$ cat src/pll_ctl_pkg.sv
`default_nettype none
package pll_ctl_pkg;
  // field positions within the control write word
  localparam int unsigned POS_LOOP_ENABLE = 7;
  localparam int unsigned POS_BASE_SEL    = 4;
  localparam int unsigned POS_PRE_LO      = 0;
  localparam int unsigned POS_VPR_LO      = 2;
  localparam int unsigned WORD_W          = 8;
  localparam int unsigned FIELD_W         = 2;
  // values after reset
  localparam logic             RST_LOOP_ENABLE = 1'b0;
  localparam logic             RST_BASE_SEL    = 1'b0;
  localparam logic [FIELD_W-1:0] RST_PRESCALER = 2'h0;
  localparam logic [FIELD_W-1:0] RST_VCO_RANGE = 2'h0;
  // highest legal vco range exponent
  localparam logic [FIELD_W-1:0] VCO_RANGE_MAX = 2'h2;
  localparam int unsigned MULT_W = 4;
endpackage
`default_nettype wire

$ cat src/pll_control_field_interlocks.sv
// Function
// - writing base select one is refused while loop enable is zero
// - clearing loop enable is refused while base select is one
// - prescaler field is write-locked while loop enabled; reset clears it
// - prescaler code P gives multiplier two to the power P
// - prescaler multiplier sets vco clock to bus clock ratio
// - vco range field is write-locked while loop enabled; reset clears it
// - vco range code E gives multiplier two to the power E
`default_nettype none
module pll_control_field_interlocks (
  // clock and reset
  input  wire logic                           clk_in,
  input  wire logic                           rst_in,
  // control register write
  input  wire logic                           wr_en_in,
  input  wire logic [pll_ctl_pkg::WORD_W-1:0] wr_data_in,
  // control state
  output var  logic                           loop_enable_out,
  output var  logic                           base_clock_source_select_out,
  output var  logic                           prescaler_select_hi_out,
  output var  logic                           prescaler_select_lo_out,
  output var  logic                           vco_range_select_hi_out,
  output var  logic                           vco_range_select_lo_out,
  // decoded multipliers
  output var  logic [pll_ctl_pkg::MULT_W-1:0] prescaler_mult_out,
  output var  logic [pll_ctl_pkg::MULT_W-1:0] vco_range_mult_out,
  // status
  output var  logic                           write_refused_out
);
  // ------------------------------------------------------------
  // write decode
  // ------------------------------------------------------------
  logic                            loop_enable_q;
  logic                            base_sel_q;
  logic [pll_ctl_pkg::FIELD_W-1:0] pre_q;
  logic [pll_ctl_pkg::FIELD_W-1:0] vpr_q;
  logic                            wr_loop;
  logic                            wr_base;
  logic [pll_ctl_pkg::FIELD_W-1:0] wr_pre;
  logic [pll_ctl_pkg::FIELD_W-1:0] wr_vpr;
  logic                            refuse_base;
  logic                            refuse_loop;
  logic                            fields_locked;
  logic                            refuse_fields;

  assign wr_loop = wr_data_in[pll_ctl_pkg::POS_LOOP_ENABLE];
  assign wr_base = wr_data_in[pll_ctl_pkg::POS_BASE_SEL];
  assign wr_pre  = wr_data_in[pll_ctl_pkg::POS_PRE_LO +: pll_ctl_pkg::FIELD_W];
  assign wr_vpr  = wr_data_in[pll_ctl_pkg::POS_VPR_LO +: pll_ctl_pkg::FIELD_W];

  // a locked field only counts as refused when the write would change it
  function automatic logic field_blocked(
    input logic                            locked,
    input logic [pll_ctl_pkg::FIELD_W-1:0] wr_val,
    input logic [pll_ctl_pkg::FIELD_W-1:0] stored
  );
    return locked && (wr_val != stored);
  endfunction

  // interlocks judge against stored state, so one write cannot switch the
  // loop on and select its clock together; base select is also refused
  // when the same write drops the loop, else base could end up on alone
  assign refuse_base   = wr_base && !(loop_enable_q && wr_loop);
  assign refuse_loop   = !wr_loop && base_sel_q;
  assign fields_locked = loop_enable_q;
  assign refuse_fields = field_blocked(fields_locked, wr_pre, pre_q)
                      || field_blocked(fields_locked, wr_vpr, vpr_q);

  // ------------------------------------------------------------
  // loop enable and base select
  // ------------------------------------------------------------
  always_ff @(posedge clk_in or posedge rst_in) begin
    if (rst_in) begin
      loop_enable_q <= pll_ctl_pkg::RST_LOOP_ENABLE;
    end else if (wr_en_in && !refuse_loop) begin
      loop_enable_q <= wr_loop;
    end
  end

  always_ff @(posedge clk_in or posedge rst_in) begin
    if (rst_in) begin
      base_sel_q <= pll_ctl_pkg::RST_BASE_SEL;
    end else if (wr_en_in && !refuse_base) begin
      base_sel_q <= wr_base;
    end
  end

  // ------------------------------------------------------------
  // locked fields
  // ------------------------------------------------------------
  always_ff @(posedge clk_in or posedge rst_in) begin
    if (rst_in) begin
      pre_q <= pll_ctl_pkg::RST_PRESCALER;
    end else if (wr_en_in && !fields_locked) begin
      pre_q <= wr_pre;
    end
  end

  // code 3 is stored as written; keeping it legal is up to software
  always_ff @(posedge clk_in or posedge rst_in) begin
    if (rst_in) begin
      vpr_q <= pll_ctl_pkg::RST_VCO_RANGE;
    end else if (wr_en_in && !fields_locked) begin
      vpr_q <= wr_vpr;
    end
  end

  always_ff @(posedge clk_in or posedge rst_in) begin
    if (rst_in) begin
      write_refused_out <= 1'b0;
    end else begin
      write_refused_out <= wr_en_in && (refuse_base || refuse_loop || refuse_fields);
    end
  end

  // ------------------------------------------------------------
  // outputs
  // ------------------------------------------------------------
  assign loop_enable_out              = loop_enable_q;
  assign base_clock_source_select_out = base_sel_q;
  assign prescaler_select_hi_out      = pre_q[1];
  assign prescaler_select_lo_out      = pre_q[0];
  assign vco_range_select_hi_out      = vpr_q[1];
  assign vco_range_select_lo_out      = vpr_q[0];

  // multiplier is the vco-to-bus clock ratio
  pow2_decode #(.IN_W(pll_ctl_pkg::FIELD_W), .OUT_W(pll_ctl_pkg::MULT_W)) u_pre_dec (
    .clk_in   (clk_in),
    .rst_in   (rst_in),
    .exp_in   (pre_q),
    .mult_out (prescaler_mult_out)
  );

  pow2_decode #(.IN_W(pll_ctl_pkg::FIELD_W), .OUT_W(pll_ctl_pkg::MULT_W)) u_vpr_dec (
    .clk_in   (clk_in),
    .rst_in   (rst_in),
    .exp_in   (vpr_q),
    .mult_out (vco_range_mult_out)
  );
endmodule
`default_nettype wire

$ cat src/pow2_decode.sv
`default_nettype none
module pow2_decode #(
  parameter int unsigned IN_W  = 2,
  parameter int unsigned OUT_W = 4
) (
  // clock and reset
  input  wire logic             clk_in,
  input  wire logic             rst_in,
  // exponent in, registered multiplier out
  input  wire logic [IN_W-1:0]  exp_in,
  output var  logic [OUT_W-1:0] mult_out
);
  // elaboration stops if the widest multiplier cannot be shown
  if (OUT_W < (1 << IN_W)) begin : g_width_check
    $error("pow2_decode: OUT_W too small");
  end

  always_ff @(posedge clk_in or posedge rst_in) begin
    if (rst_in) begin
      mult_out <= OUT_W'(1);
    end else begin
      mult_out <= OUT_W'(1) << exp_in;
    end
  end
endmodule
`default_nettype wire

$ cat config.mk
export PLATFORM = sky130hd
export DESIGN_NAME = pll_control_field_interlocks
export DESIGN_NICKNAME = d
export VERILOG_FILES = /design/src/pll_ctl_pkg.sv /design/src/pll_control_field_interlocks.sv /design/src/pow2_decode.sv
export SDC_FILE = /design/constraint.sdc
export NUM_CORES = 1
export LEC_CHECK = 0
export ABC_AREA = 1
export BUFFER_PORTS_ARGS = -buffer_cell sky130_fd_sc_hd__buf_2
export CORE_MARGIN = 5
export CORE_UTILIZATION = 30
export CTS_BUF_LIST = sky130_fd_sc_hd__clkbuf_4 sky130_fd_sc_hd__clkbuf_8 sky130_fd_sc_hd__clkbuf_16
export CTS_CLUSTER_DIAMETER = 40
export DETAILED_ROUTE_END_ITERATION = 7
export PLACE_DENSITY_LB_ADDON = 0.05
export SLEW_MARGIN = 0
export SYNTH_ARGS = -nofsm -noshare
export SYNTH_HDL_FRONTEND = slang
export SYNTH_SLANG_ARGS = --single-unit
$ cat constraint.sdc
create_clock -name clk_in -period 1.9 [get_ports clk_in]
set_input_delay 0.38 -clock clk_in [delete_from_list [all_inputs] [get_ports clk_in]]
set_output_delay 0.38 -clock clk_in [all_outputs]
set_load 0.01 [all_outputs]
==> results_dict.tcl <==
set metrics [dict create \
    ios 26 \
    portBuffers 23 \
    die_width_um 55.1 \
    post_dp_cell_area_sq_um 758 \
    required_ns 1.52 \
    cp_slowest_cell "dfrtp_1" \
    grt_max_degree 16 \
    antenna_left 0 \
    start_util 0.314 \
    min_period_over_period 0.690 \
    synthCells 72 \
    hold_slack_ns 0.132 \
    die_h_um 55.1 \
    clockRootBuffer "clkbuf_4" \
    placedCellCount 122 \
    synth_cell_types 10 \
    powerDensity_nw_per_um2 1040 \
    post_drt_wl_per_cell_um 9.66 \
    endpoint_kind "output pin" \
    crit_family "flip-flops" \
    final_nets 111 \
    crit_fanout 7 \
    power_leakage_nw 0.472 \
    grt_use_total 0.0929 \
    max_freq_mhz 763 \
    cts_htree_levels 1 \
    final_hold_viol_count 0 \
    dpl.hpwl_um 911 \
    drive_above_1_share 0.313 \
    setup_viol 0 \
    cts_tree "built" \
    finalSetupTns_ns 0 \
    max_stage_delay_ns 0.47 \
    clk_latency_ns 0.28 \
    grt_pass1_wl_um 1890 \
    via_count 501 \
    drt_iter0_markers 1 \
    path_class "flop to output pin" \
    drc_errors 0 \
    post_cts_buffers 0 \
    clk_pin_slew_ns 0.09 \
    diodes 0 \
    drt_wl_total_um 1220 \
    numCtsBuffers 3 \
    crit-reg2reg-launch "pre_q[1]" \
    finalMaxSlewViolations 0 \
    antenna_found_initial 0 \
    cts_hold_buf 0 \
    worstHoldPathType "primary input to asynchronous set/reset pin" \
    yosys_warnings 0 \
    nFillCells 229 \
    status "complete, no violations" \
    slew_headroom 0.621 \
    skew_ns 0.00407 \
    syn-num-nets 83 \
    numClockSinks 15 \
    ys_ff_latch 15 \
    maxCapViolations 0 \
    worstMarginPinSlew_ns 0.567 \
    r2r_end "write_refused_out" \
    worst-path-buf-inv 1 \
    r2r_slack_ns 0.89 \
    rows 16 \
    gr-total-overflow 0 \
    synth_area_per_cell_sq_um 8.46 \
    vdd_drop_max_mv 0.440 \
    rsz0062_at_grt "no" \
    stdcell_count 126 \
    area_delta_synth_final_pct 29.0 \
    cp_cell_sequence "buf_2" \
    die_area_sq_um 3030 \
    dr.pass1.iters 3 \
    place.gp.congestion 0.768 \
    grt_pass1_vias 462 \
    r2r_cells 7 \
    postLayoutCellArea_sq_um 786 \
    clk_path_buf_depth 2 \
    fp.coreArea_sq_um 1940 \
    post-route-min-period_ns 1.31 \
    path_depth 1 \
    seq_area_frac_synth 0.620 \
    post_cts_resized 0 \
    arrival_ns 0.93 \
    syn_area_sq_um 609 \
    critPathLaunchType "flop" \
    via_per_inst 3.98 \
]
cell type report:
type / instances / area (sq um) / share of cell area
clock buffers: 3 / 22.5 / 0.0287
clock inverters: 1 / 5.00 / 0.00637
flip-flops and latches: 15 / 378 / 0.481
well taps: 27 / 33.8 / 0.0430
repair buffers: 23 / 115 / 0.146
inverters: 16 / 60.1 / 0.0764
multi-input cells: 41 / 171 / 0.218
power breakdown:
group / switching, mW / total (mW) / internal, mW
sequential: 0.0450 / 0.433 / 0.388
combinational: 0.117 / 0.202 / 0.0847
clock: 0.103 / 0.181 / 0.0781
total: 0.266 / 0.816 / 0.551
synthesized netlist by cell type:
master / n / share of area
a21oi_2: 1 / 0.014
dfrtp_1: 13 / 0.53
nor2_1: 12 / 0.074
a21oi_1: 2 / 0.016
nand3_1: 1 / 0.0082
dfstp_2: 2 / 0.086
nand2_1: 18 / 0.11
o21ai_0: 7 / 0.057
inv_2: 1 / 0.0062
inv_1: 15 / 0.092
worst max path at each step:
stage / endpoint / startpoint / slack (ns)
floorplan: write_refused_out / vpr_q[0] / 0.93
global placement: write_refused_out / pre_q[1] / 0.88
detailed placement: write_refused_out / wr_data_in[0] / 0.88
CTS: vco_range_select_hi_out / vpr_q[1] / 0.55
global route: vco_range_select_hi_out / vpr_q[1] / 0.50
finish: vco_range_select_hi_out / vpr_q[1] / 0.59
registers in the layout, summed over array words and instances, names as in the netlist:
signal / flops
u_pre_dec.mult_out: 4
pre_q: 2
u_vpr_dec.mult_out: 4
loop_enable_out: 1
base_clock_source_select_out: 1
write_refused_out: 1
vpr_q: 2
metrics by stage:
| step | utilization | power, mW | setup slack, ns |
|---|---|---|---|
| 2_1_floorplan | - | 0.555 | 0.928 |
| 3_3_place_gp | 0.390 | 0.649 | 0.882 |
| 3_5_place_dp | 0.390 | 0.651 | 0.875 |
| 6_report | 0.405 | 0.816 | 0.590 |
| 4_1_cts | 0.405 | 0.838 | 0.550 |
| 5_1_grt | 0.405 | 0.885 | 0.498 |
cells by family (layout without fill, tap and decap cells):
group,Yosys count,after routing,synth area share
simple gates,31,31,0.193
compound gates,10,10,0.0883
flops,15,15,0.620
buf+inv,16,43,0.0986
cells in the final DEF, fill, tap and decap left out, drive strengths merged:
cell,count
clkbuf,3
nand2,18
a21oi,3
inv,16
buf,23
dfstp,2
o21ai,7
nor2,12
dfrtp,13
nand3,1
clkinv,1
layer usage:
metal,GRT usage,share of wire
met3,0.0295,0.090
met1,0.108,0.45
met2,0.140,0.44
met4,0.0729,0.011
met5,0,0
(Power assumes the default switching activity.)
